--- src/rtl/arct_timer_regs.svh ---
`ifndef ARCT_TIMER_REGS_SVH
`define ARCT_TIMER_REGS_SVH

`define ARCT_CTRL_ADDR 8'hC8
`define ARCT_RLL_ADDR 8'hCA
`define ARCT_RLH_ADDR 8'hCB
`define ARCT_CNTL_ADDR 8'hCC
`define ARCT_CNTH_ADDR 8'hCD

`define ARCT_BIT_HI_FLAG 7
`define ARCT_BIT_LO_FLAG 6
`define ARCT_BIT_LO_IEN 5
`define ARCT_BIT_CAP_EN 4
`define ARCT_BIT_SPLIT 3
`define ARCT_BIT_RUN 2
`define ARCT_BIT_CSS 1
`define ARCT_BIT_XCLK 0

`define ARCT_RESET_BYTE 8'h00
`define ARCT_BYTE_MAX 8'hFF
`define ARCT_SYS_DIV 12
`define ARCT_EXT_DIV 8

`endif

--- src/rtl/arct_pkg.sv ---
package arct_pkg;
  typedef logic [7:0] arct_byte_t;
  typedef enum logic
  {
    ARCT_MODE_16 = 1'b0,
    ARCT_MODE_SPLIT = 1'b1
  } arct_mode_t;
  typedef enum logic
  {
    ARCT_CAP_SOF = 1'b0,
    ARCT_CAP_SLOW = 1'b1
  } arct_cap_src_t;
endpackage

--- src/rtl/arct_timer.sv ---
`include "arct_timer_regs.svh"
`timescale 1ns/1ps
`default_nettype none
module arct_timer
  import arct_pkg::*;
#(
  parameter int unsigned SYS_DIV = `ARCT_SYS_DIV,
  parameter int unsigned EXT_DIV = `ARCT_EXT_DIV
)
(
  input wire logic core_clk_i,
  input wire logic rstn_i,
  input wire logic [7:0] sfr_addr_i,
  input wire logic sfr_wr_i,
  input wire logic sfr_rd_i,
  input wire logic [7:0] sfr_wdata_i,
  output logic [7:0] sfr_rdata_o,
  input wire logic timer_irq_enable_i,
  input wire logic sof_event_i,
  input wire logic slow_osc_i,
  input wire logic ext_osc_i,
  output logic irq_o
);

  if (SYS_DIV < 2 || SYS_DIV > 16 || EXT_DIV < 2 || EXT_DIV > 16)
  begin : g_bad_div
    $error("arct_timer: divider out of range 2..16");
  end

  localparam logic [3:0] SYS_LAST = 4'(SYS_DIV - 1);
  localparam logic [3:0] EXT_LAST = 4'(EXT_DIV - 1);

  arct_byte_t ctl;
  arct_byte_t rl_lo;
  arct_byte_t rl_hi;
  arct_byte_t cnt_lo;
  arct_byte_t cnt_hi;
  logic [3:0] sys_cnt;
  logic [3:0] ext_cnt;
  logic ext_s1, ext_s2, ext_s3;
  logic slow_s1, slow_s2, slow_s3;

  arct_byte_t next_ctl;
  arct_byte_t next_rl_lo;
  arct_byte_t next_rl_hi;
  arct_byte_t next_cnt_lo;
  arct_byte_t next_cnt_hi;
  arct_byte_t rd_mux;

  // Register decode
  wire wr_ctl = sfr_wr_i && sfr_addr_i == `ARCT_CTRL_ADDR;
  wire wr_rll = sfr_wr_i && sfr_addr_i == `ARCT_RLL_ADDR;
  wire wr_rlh = sfr_wr_i && sfr_addr_i == `ARCT_RLH_ADDR;
  wire wr_cntl = sfr_wr_i && sfr_addr_i == `ARCT_CNTL_ADDR;
  wire wr_cnth = sfr_wr_i && sfr_addr_i == `ARCT_CNTH_ADDR;

  wire run = ctl[`ARCT_BIT_RUN];
  wire cap_en = ctl[`ARCT_BIT_CAP_EN];
  wire lo_ien = ctl[`ARCT_BIT_LO_IEN];
  wire hi_flag = ctl[`ARCT_BIT_HI_FLAG];
  wire lo_flag = ctl[`ARCT_BIT_LO_FLAG];
  arct_mode_t mode;
  arct_cap_src_t cap_src_sel;
  assign mode = arct_mode_t'(ctl[`ARCT_BIT_SPLIT]);
  assign cap_src_sel = arct_cap_src_t'(ctl[`ARCT_BIT_CSS]);
  wire split = mode == ARCT_MODE_SPLIT;

  // Timebases; the external path counts resynchronised edges only
  wire sys_tick = sys_cnt == SYS_LAST;
  wire ext_rise = ext_s2 && !ext_s3;
  wire ext_tick = ext_rise && ext_cnt == EXT_LAST;
  wire tick = ctl[`ARCT_BIT_XCLK] ? ext_tick : sys_tick;

  // Capture source
  wire slow_fall = slow_s3 && !slow_s2;
  wire cap_raw = cap_src_sel == ARCT_CAP_SLOW ? slow_fall : sof_event_i;
  wire cap_evt = cap_en && cap_raw;

  // Counting; the low byte ignores run control while split
  wire lo_step = tick && (split || run);
  wire hi_step = tick && run && (split || cnt_lo == `ARCT_BYTE_MAX);
  wire lo_wrap = lo_step && cnt_lo == `ARCT_BYTE_MAX;
  wire hi_wrap = hi_step && cnt_hi == `ARCT_BYTE_MAX;
  wire lo_reload = lo_wrap && (split || hi_wrap);

  assign next_cnt_lo = wr_cntl ? sfr_wdata_i :
                       lo_reload ? rl_lo :
                       lo_step ? 8'(cnt_lo + 8'h01) : cnt_lo;
  assign next_cnt_hi = wr_cnth ? sfr_wdata_i :
                       hi_wrap ? rl_hi :
                       hi_step ? 8'(cnt_hi + 8'h01) : cnt_hi;

  // Capture beats a software write in the same cycle
  assign next_rl_lo = cap_evt ? cnt_lo : wr_rll ? sfr_wdata_i : rl_lo;
  assign next_rl_hi = cap_evt ? cnt_hi : wr_rlh ? sfr_wdata_i : rl_hi;

  // Flags: a hardware set wins over a software clear in the same cycle
  wire set_hi = hi_wrap || cap_evt;
  wire set_lo = lo_wrap;
  arct_byte_t ctl_base;
  assign ctl_base = wr_ctl ? sfr_wdata_i : ctl;
  always_comb
  begin
    next_ctl = ctl_base;
    next_ctl[`ARCT_BIT_HI_FLAG] = ctl_base[`ARCT_BIT_HI_FLAG] || set_hi;
    next_ctl[`ARCT_BIT_LO_FLAG] = ctl_base[`ARCT_BIT_LO_FLAG] || set_lo;
  end

  wire next_irq = timer_irq_enable_i && (hi_flag || (lo_ien && lo_flag));

  always_comb
  begin
    if (sfr_addr_i == `ARCT_CTRL_ADDR)
      rd_mux = ctl;
    else if (sfr_addr_i == `ARCT_RLL_ADDR)
      rd_mux = rl_lo;
    else if (sfr_addr_i == `ARCT_RLH_ADDR)
      rd_mux = rl_hi;
    else if (sfr_addr_i == `ARCT_CNTL_ADDR)
      rd_mux = cnt_lo;
    else if (sfr_addr_i == `ARCT_CNTH_ADDR)
      rd_mux = cnt_hi;
    else
      rd_mux = `ARCT_RESET_BYTE;
  end

  always_ff @(posedge core_clk_i or negedge rstn_i)
  begin
    if (!rstn_i)
    begin
      ext_s1 <= 1'b0;
      ext_s2 <= 1'b0;
      ext_s3 <= 1'b0;
      slow_s1 <= 1'b0;
      slow_s2 <= 1'b0;
      slow_s3 <= 1'b0;
    end
    else
    begin
      ext_s1 <= ext_osc_i;
      ext_s2 <= ext_s1;
      ext_s3 <= ext_s2;
      slow_s1 <= slow_osc_i;
      slow_s2 <= slow_s1;
      slow_s3 <= slow_s2;
    end
  end

  always_ff @(posedge core_clk_i or negedge rstn_i)
  begin
    if (!rstn_i)
    begin
      sys_cnt <= 4'h0;
      ext_cnt <= 4'h0;
    end
    else
    begin
      sys_cnt <= sys_tick ? 4'h0 : 4'(sys_cnt + 4'h1);
      if (ext_rise)
        ext_cnt <= ext_tick ? 4'h0 : 4'(ext_cnt + 4'h1);
    end
  end

  always_ff @(posedge core_clk_i or negedge rstn_i)
  begin
    if (!rstn_i)
    begin
      ctl <= `ARCT_RESET_BYTE;
      rl_lo <= `ARCT_RESET_BYTE;
      rl_hi <= `ARCT_RESET_BYTE;
      cnt_lo <= `ARCT_RESET_BYTE;
      cnt_hi <= `ARCT_RESET_BYTE;
    end
    else
    begin
      ctl <= next_ctl;
      rl_lo <= next_rl_lo;
      rl_hi <= next_rl_hi;
      cnt_lo <= next_cnt_lo;
      cnt_hi <= next_cnt_hi;
    end
  end

  always_ff @(posedge core_clk_i or negedge rstn_i)
  begin
    if (!rstn_i)
    begin
      sfr_rdata_o <= `ARCT_RESET_BYTE;
      irq_o <= 1'b0;
    end
    else
    begin
      if (sfr_rd_i)
        sfr_rdata_o <= rd_mux;
      irq_o <= next_irq;
    end
  end

  // Gap counter kept apart from the prescaler it watches
  logic [3:0] sys_gap;
  always_ff @(posedge core_clk_i or negedge rstn_i)
  begin
    if (!rstn_i)
      sys_gap <= 4'h0;
    else
      sys_gap <= sys_tick ? 4'h0 : 4'(sys_gap + 4'h1);
  end
endmodule
`default_nettype wire

--- config.mk ---
export PLATFORM = sky130hd
export DESIGN_NAME = arct_timer
export DESIGN_NICKNAME = d
export VERILOG_FILES = /design/src/rtl/arct_pkg.sv /design/src/rtl/arct_timer.sv
export VERILOG_INCLUDE_DIRS = /design/src /design/src/rtl
export SDC_FILE = /design/constraint.sdc
export NUM_CORES = 1
export LEC_CHECK = 0
export BUFFER_PORTS_ARGS = -buffer_cell sky130_fd_sc_hd__clkbuf_2
export CAP_MARGIN = 30
export CELL_PAD_IN_SITES_DETAIL_PLACEMENT = 0
export CELL_PAD_IN_SITES_GLOBAL_PLACEMENT = 1
export CORE_AREA = 2 2 126 79
export CTS_CLUSTER_SIZE = 16
export DETAILED_ROUTE_END_ITERATION = 8
export DIE_AREA = 0 0 128 81
export MAX_ROUTING_LAYER = met4
export PLACE_DENSITY_LB_ADDON = 0.1
export REMOVE_ABC_BUFFERS = 1
export SYNTH_ARGS = -nofsm -noshare
export SYNTH_HDL_FRONTEND = slang
export SYNTH_SLANG_ARGS = --single-unit
--- constraint.sdc ---
create_clock -name core_clk_i -period 5.3 [get_ports core_clk_i]
set_clock_uncertainty 0.15 [all_clocks]
set_input_delay 0.53 -clock core_clk_i [delete_from_list [all_inputs] [get_ports core_clk_i]]
set_output_delay 0.53 -clock core_clk_i [all_outputs]
set_load 0.05 [all_outputs]
# Yosys cells after proc, flatten, opt, wreduce, memory -nomap -nowiden
# Cells that the tools add are included.
# totals
ff_bits	63
latch_bits	0
ramBits	0
rom_bits	0
mem_count	0
# classes
addsub	4
n_mul	0
n_div	0
n_lt_le_gt_ge	0
n_eq_ne	9
n_shift	0
muxes	20
bitwise	0
reduce_logical	30
# op_table
op	n
8-bit two-way mux	16
8-bit equality test (second input constant)	7
1-bit logical AND	17
8-bit by 1-bit adder with 8-bit output (second input constant)	2
4-bit by 1-bit adder with 4-bit output (second input constant)	2
4-bit two-way mux	2
1-bit logical OR	7
3-bit nonzero test	2
4-bit by 3-bit equality test with 1-bit output (second input constant)	1
4-bit equality test (second input constant)	1
2-bit nonzero test	2
1-bit logical NOT	2
1-bit two-way mux	2

# Longest topological paths before layout
# Gate-level depths: netlist (run 1).
# depth
depth_word	11
depth_mapped	7
mapped_depth_nobuf	6

# Worst setup path after synthesis (run 1)
# OpenSTA, ideal clock, no wires.
# synth_path
path_type	register to register
from	register cnt_lo[0]
to	register cnt_lo[1]
setup_time_ns	0.123
arrival_time_ns	1.864
t_required_ns	5.027
slack_ns	3.163
stages_incl_launch_ff	8
n_path_buf	1
synth_period_minus_slack_ns	2.137
path_cell_list	dfrtp_1 -> ha_1 -> nand4_1 -> nor2_1 -> o211a_1 -> buf_6 -> mux2_1 -> o221a_2
# synth_via
elab_chain_cells	8
word_cells_on_any_way	12
# synth_rtl
item	line	source
from (decl)	arct_timer.sv:36	arct_byte_t cnt_lo;
from (signal assigned)	arct_timer.sv:171	cnt_lo <= `ARCT_RESET_BYTE;
from (signal assigned)	arct_timer.sv:179	cnt_lo <= next_cnt_lo;
parallel branches: the longest is 8 deep, another holds 8-bit by 1-bit adder with 8-bit output	--	
# Several ways; the timed one is not identified. The select of a mux whose other input is x is not followed.
# A chain may end at the register's enable or synchronous reset.

# Worst setup path after layout (run 1)
# Ends and elaborated chain as after synthesis.

==> results of run 1 <==
routing by layer:
layer / vias up / track usage / routed length, um
met4: 0 / 0.04725 / 81
met1: 1440 / 0.3437 / 5893
met2: 56 / 0.3043 / 4217
met5: - / - / 0
li1: 1391 / - / -
met3: 7 / 0.05007 / 341
worst reg2reg max path: stages (launching register included):
cell and delay, ns:
dfrtp_1 0.44, ha_1 0.26, nand4_1 0.16, nor2_1 0.37, o211a_1 0.41, mux2_1 0.35
o221a_2 0.22
state kept, by name (all words and copies together), names as in the netlist:
register and cells:
cnt_hi 8, cnt_lo 8, ctl 8, rl_hi 8, rl_lo 8, sfr_rdata_o 8, ext_cnt 4, sys_cnt 4
ext_s1 1, ext_s2 1, ext_s3 1, irq_o 1, slow_s1 1, slow_s2 1, slow_s3 1
layout by cell type (no fill, tap or decap), types with 3 or more instances in the layout:
cell       netlist  layout
a211oi_1         8       8
a21oi_1         31      31
a22oi_1          7       7
a31oi_1          5       5
and3_1           3       3
and4_1           4       4
clkbuf_16        0       9
clkbuf_2         1      31
dfrtp_1         63      63
ha_1             4       4
inv_1            9       9
mux2_2           3       3
mux2_4           5       5
mux2i_1         34      34
nand2_1         26      26
nand3_1          7       7
nand3b_1         4       4
nand4_1          5       5
nor2_1          36      36
nor2b_1          9       9
nor3_1           6       6
o2111ai_1        4       4
o211a_1          3       3
o21ai_0          3       3
o21ai_1          9       9
o22ai_1          5       5
o31ai_1          6       6
xnor2_1          4       4
xor2_1           5       5
worst max path at each step:
stage | start | to | slack, ns
after floorplan | cnt_lo[0] | cnt_lo[1] | 3.13
after CTS | cnt_lo[0] | cnt_lo[1] | 2.80
after global placement | sfr_addr_i[0] | ctl[6] | 2.80
after detailed placement | sfr_addr_i[0] | ctl[6] | 2.79
final | cnt_lo[0] | cnt_lo[1] | 2.81
after global routing | cnt_lo[0] | cnt_lo[1] | 2.65
stage by stage:
step | power, mW | hold slack, ns
after floorplan | 0.8074 | 0.08441
after global placement | 0.9185 | 0.1814
after detailed placement | 0.9238 | 0.1871
after CTS | 1.580 | 0.1479
after global routing | 1.643 | 0.1449
final | 1.567 | 0.1602
cell families after synthesis:
group,Yosys count
AO/OA/AOI/OAI,100
XOR/XNOR,9
AND/OR/NAND/NOR,114
flip-flops,63
adder cells (fa/ha/maj),4
multiplexers,43
buffers and inverters,34
area by class of cell:
cell class                 count  area [um2]
fill                         927        5236
clock buffer                  13       260.3
inverter                       9       33.78
multi-input combinational    270        1892
tap                          120       150.1
clock inverter                 3       65.06
timing repair buffer          34       175.2
sequential                    63        1577
power groups by stage:
stage / registers, mW / clock network, mW / logic (mW)
finish: 0.678 / 0.649 / 0.240
global route: 0.687 / 0.682 / 0.274
CTS: 0.675 / 0.663 / 0.243
detailed placement: 0.683 / 0 / 0.241
global placement: 0.681 / 0 / 0.237
floorplan: 0.643 / 0 / 0.164
==> impl_results.md, run 1 <==
* Area contributors post-synth: dfrtp_1 (44%), mux2i_1 (9.4%), a21oi_1 (4.3%)
* Worst Tran Pin Value at 0.8243 ns
* Worst Path Class, Setup: register to register
* Maximum fanout along the worst path at 7
* Hpwl dp at 7701 um
* Via count at 2,894
* DRT iter0 DRCs at 247
* Placed cell area at 3827 um2
* R2R Path End: cnt_lo[1]
* Status: complete, no violations
* Syn. warnings at 0
* Total Nets Final at 415
* Distinct cells, synth at 58
* List of most frequent post-synthesis cells: dfrtp_1 (63), nor2_1 (36), mux2i_1 (34), a21oi_1 (31), nand2_1 (26)
* Final non-filler cell total at 512
* Longest Clk Path Bufs at 2
* HP Class: input pin to register
* Area share of and/or/nand/nor cells after synthesis at 0.1707
* Cell family with most CP delay: compound AO/OA/AOI/OAI gates
* Post-CTS Setup Inserts at 0
* Hold Crit Endpoint: slow_s1
* Total Wirelength at 10,530 um
* Cell-internal power at 1.115 mW
* Initial antenna violation count at 0
* Ys async rst share at 1.000
* Combinational power share at 0.153
* Dpl cells at 496
* Final setup margin at 2.808 ns
* RSZ-0062 raised after global routing: false
* Count leader, synth: dfrtp_1
* Core Region at 9389 um2
* Num rows at 28
* XOR/XNOR share of the synthesized area at 0.02177
* Top-area cell type share of the netlist area at 0.4354
* Vias in the first global route at 2,776
* Final hold viol count at 0
* Die X at 128 um
* Max transition margin at 0.4504
* Yosys reg bits at 63
* Register area share after synthesis at 0.4354
* Worst EP arrival at 2.56 ns
* Fraction of layout cells with a size suffix above 1 at 0.1735
* Post-synthesis cell count at 367
* Die Y at 81 um
* Total track usage at 0.2265
* NetSw at 0.4516 mW
* Post-synth top flop: dfrtp_1
* Slew Limit Fails at 0
* Pwr/cell area at 377.3 nW/um2
* Final Util at 0.4423
* # DRC at 0
* Post-route cell area at 4153 um2
* CTS tree: yes
* Post-CTS Resized at 0
* CTS clk-pin slew, worst paths at 0.05 ns
* TritonCTS Sinks at 63
* Clock power frac at 0.414
* Mux share of post-synthesis cell area at 0.1272
* Max-capacitance violation count at 0
* GRT Residual Overflow at 0
* Worst reg2reg startpoint: cnt_lo[0]
* Largest family of logic cells by synthesized area: compound AO/OA/AOI/OAI gates
* CTS H-tree depth at 3
* Hold Path Origin: slow_osc_i
* CP Depth at 6
* Initial Utilization at 0.3857
* Synthesized area at 3621 um2
* Share of power burned in registers at 0.433
* Diode count at 0
* Port Buf Inserts at 32
* Pleak at 1.828 nW
* Peak supply drop at 178.3 uV
* Critical path capture point type: register
* Post-CTS Hold Buffers at 0
* Reg2reg path depth at 6
* Setup violations, final at 0
* 1st-pass router iterations at 4
* Sw Share at 0.2882
* DRT antenna net count at 0
* Final worst-path cycle share at 0.4701
* Synth Area in Adders at 0.01382
* Post-synth EDFFs at 0
* Slowest CP cell: dfrtp_1
* Clk_lat worst skew at 0.33 ns
* Bufs and invs on worst path at 0
* Root Driver: clkbuf_16
* Place WS at 2.792 ns
* Largest net degree at the start of global routing at 64
* Setup TNS at 0 ns
* First-pass GRT wire length at 16,660 um
* Via density at 5.652
* R2R setup slack at 2.81 ns
* Syn avg cell area at 9.866 um2
* Routed len/inst at 20.57 um
* Largest area contributor in the netlist: dfrtp_1
* Worst hold path depth at 1
* Post-synthesis to final-layout area growth at 14.69%
* Peak Freq at 401.4 MHz
* CTS Buf Count at 9
* Final min period at 2.492 ns
* Worst setup SP type: register
* Boundary pin count at 33
* Synth Area in Compound Gates at 0.1890
* RD Place Congestion at 0.8853
* Crit path largest cell delay at 0.44 ns
* Die Area at 10,370 um2
* Worst-path cell chain: ha_1 > nand4_1 > nor2_1 > o211a_1 > mux2_1 > o221a_2
* Crit path required time at 5.36 ns
(Power assumes the default switching activity.)
==> inputs of run 2 (changes only) <==
Clock period 5.3 ns to 2.6 ns, I/O delays scaled along.
==> run 2 against run 1 <==
Non-clock buffer count increased by 10. Final area increased by 2.3%. Maximum frequency increased by 11%. Register-to-register slack got worse by 2.5 ns. Final cell count increased by 2.0%. Worst setup slack got worse by 2.5 ns. Clock power increased by 100%.
==> impl_results.md, run 2 (synthesis gave the netlist of run 1 again) <==
* Status: complete, no violations (unchanged)
* Clk_lat worst skew at 0.34 ns (was 0.33 ns)
* Reg2reg path depth at 7 (was 6)
* Vias in the first global route at 2,829 (was 2,776)
* Worst reg2reg startpoint: cnt_lo[0] (unchanged)
* Worst EP arrival at 2.32 ns (was 2.56 ns)
* Place WS at 0.3784 ns (was 2.792 ns)
* Final hold viol count at 0 (unchanged)
* # DRC at 0 (unchanged)
* RD Place Congestion at 0.8394 (was 0.8853)
* Hold Crit Endpoint: cnt_hi[1] (was slow_s1)
* Boundary pin count at 33 (unchanged)
* Total track usage at 0.2306 (was 0.2265)
* Critical path capture point type: register (unchanged)
* FILL cells at 899 (was 927)
* Worst Tran Pin Value at 0.6835 ns (was 0.8243 ns)
* Via count at 2,980 (was 2,894)
* Crit path required time at 2.68 ns (was 5.36 ns)
* Via density at 5.709 (was 5.652)
* CTS tree: yes (unchanged)
* Worst hold path depth at 3 (was 1)
* Post-synthesis to final-layout area growth at 17.31% (was 14.69%)
* Port Buf Inserts at 32 (unchanged)
* Maximum fanout along the worst path at 6 (was 7)
* HP Class: input pin to register (unchanged)
* Initial Utilization at 0.3857 (unchanged)
* R2R setup slack at 0.35 ns (was 2.81 ns)
* Worst hold slack at 0.1078 ns (was 0.1602 ns)
* Worst setup SP type: register (unchanged)
* Final setup margin at 0.3524 ns (was 2.808 ns)
* Slew Limit Fails at 0 (unchanged)
* Post-CTS Resized at 0 (unchanged)
* Root Driver: clkbuf_16 (unchanged)
* Longest Clk Path Bufs at 2 (unchanged)
* TritonCTS Sinks at 63 (unchanged)
* Dpl cells at 502 (was 496)
* Diode count at 0 (unchanged)
* First-pass GRT wire length at 16,990 um (was 16,660 um)
* CTS clk-pin slew, worst paths at 0.06 ns (was 0.05 ns)
* Total Nets Final at 425 (was 415)
* GRT Residual Overflow at 0 (unchanged)
* Peak Freq at 444.9 MHz (was 401.4 MHz)
* Final min period at 2.248 ns (was 2.492 ns)
* Routed len/inst at 20.55 um (was 20.57 um)
* Die Area at 10,370 um2 (unchanged)
* Total power at 3.184 mW (was 1.567 mW)
* Total Wirelength at 10,730 um (was 10,530 um)
* Max transition margin at 0.5432 (was 0.4504)
* Largest net degree at the start of global routing at 37 (was 64)
* Hpwl dp at 7929 um (was 7701 um)
* Core Region at 9389 um2 (unchanged)
* R2R Path End: cnt_lo[1] (unchanged)
* 1st-pass router iterations at 5 (was 4)
* DRT iter0 DRCs at 267 (was 247)
* Post-CTS Setup Inserts at 0 (unchanged)
* Die X at 128 um (unchanged)
* Worst Path Class, Setup: register to register (unchanged)
* Fraction of layout cells with a size suffix above 1 at 0.1891 (was 0.1735)
* Initial antenna violation count at 0 (unchanged)
* CTS Buf Count at 9 (unchanged)
* Pleak at 1.872 nW (was 1.828 nW)
* Pwr/cell area at 749.5 nW/um2 (was 377.3 nW/um2)
* Most frequent cells in the layout: dfrtp_1 (63), nor2_1 (36), mux2i_1 (34) (unchanged)
* DRT antenna net count at 0 (unchanged)
* Setup violations, final at 0 (unchanged)
* Post-CTS Hold Buffers at 4 (was 0)
* Peak supply drop at 316.7 uV (was 178.3 uV)
* Final non-filler cell total at 522 (was 512)
* RSZ-0062 raised after global routing: false (unchanged)
* CTS H-tree depth at 3 (unchanged)
* Final worst-path cycle share at 0.8645 (was 0.4701)
* Max-capacitance violation count at 0 (unchanged)
* Num rows at 28 (unchanged)
* Setup TNS at 0 ns (unchanged)
* Commonest non-fill, non-tap cell in the layout: dfrtp_1 (unchanged)
* Die Y at 81 um (unchanged)
* Hold Path Origin: sfr_wdata_i[1] (was slow_osc_i)
==> run 2: worst max path at each step <==
stage	start	endpoint	slack, ns
2_1_floorplan	cnt_lo[0]	cnt_lo[1]	0.43
3_3_place_gp	cnt_lo[0]	cnt_lo[1]	0.42
3_5_place_dp	sys_cnt[0]	cnt_hi[0]	0.38
4_1_cts	sys_cnt[0]	cnt_hi[0]	0.37
5_1_grt	sys_cnt[0]	cnt_hi[0]	0.18
6_report	cnt_lo[0]	cnt_lo[1]	0.35
==> run 2: layout make-up <==
| class | count | area, um2 | area share |
|---|---|---|---|
| multi-input combinational | 270 | 1892 | 0.4454 |
| sequential | 63 | 1577 | 0.3711 |
| timing repair buffer | 44 | 272.8 | 0.06421 |
| clock buffer | 9 | 225.2 | 0.05302 |
| tap | 120 | 150.1 | 0.03535 |
| clock inverter | 7 | 97.59 | 0.02297 |
| inverter | 9 | 33.78 | 0.007953 |
==> run 2: worst max-delay path: stages (launching register included) <==
cell	delay (ns)
dfrtp_1	0.47
ha_1	0.28
nand4_1	0.22
nor2_1	0.15
buf_4	0.15
o211a_1	0.18
mux2_1	0.32
o221a_2	0.22
==> run 2: per-stage QoR <==
stage / instance area [um2] / utilization
after floorplan: 3502 / -
after global placement: 3885 / 0.4138
after detailed placement: 3885 / 0.4138
after CTS: 4248 / 0.4524
after global routing: 4248 / 0.4524
final: 4248 / 0.4524
==> run 2: per-layer routing <==
metal,GRT usage,share of wire,wire [um]
met1,0.3495,0.53,5647
met2,0.3037,0.40,4317
met3,0.04743,0.063,678
met4,0.06813,0.0080,86
met5,-,0,0
==> run 2: power by group <==
group	switching (mW)	total, mW	internal [mW]
logic	0.272	0.512	0.240
clock network	0.466	1.31	0.840
registers	0.212	1.37	1.15
total	0.951	3.18	2.23
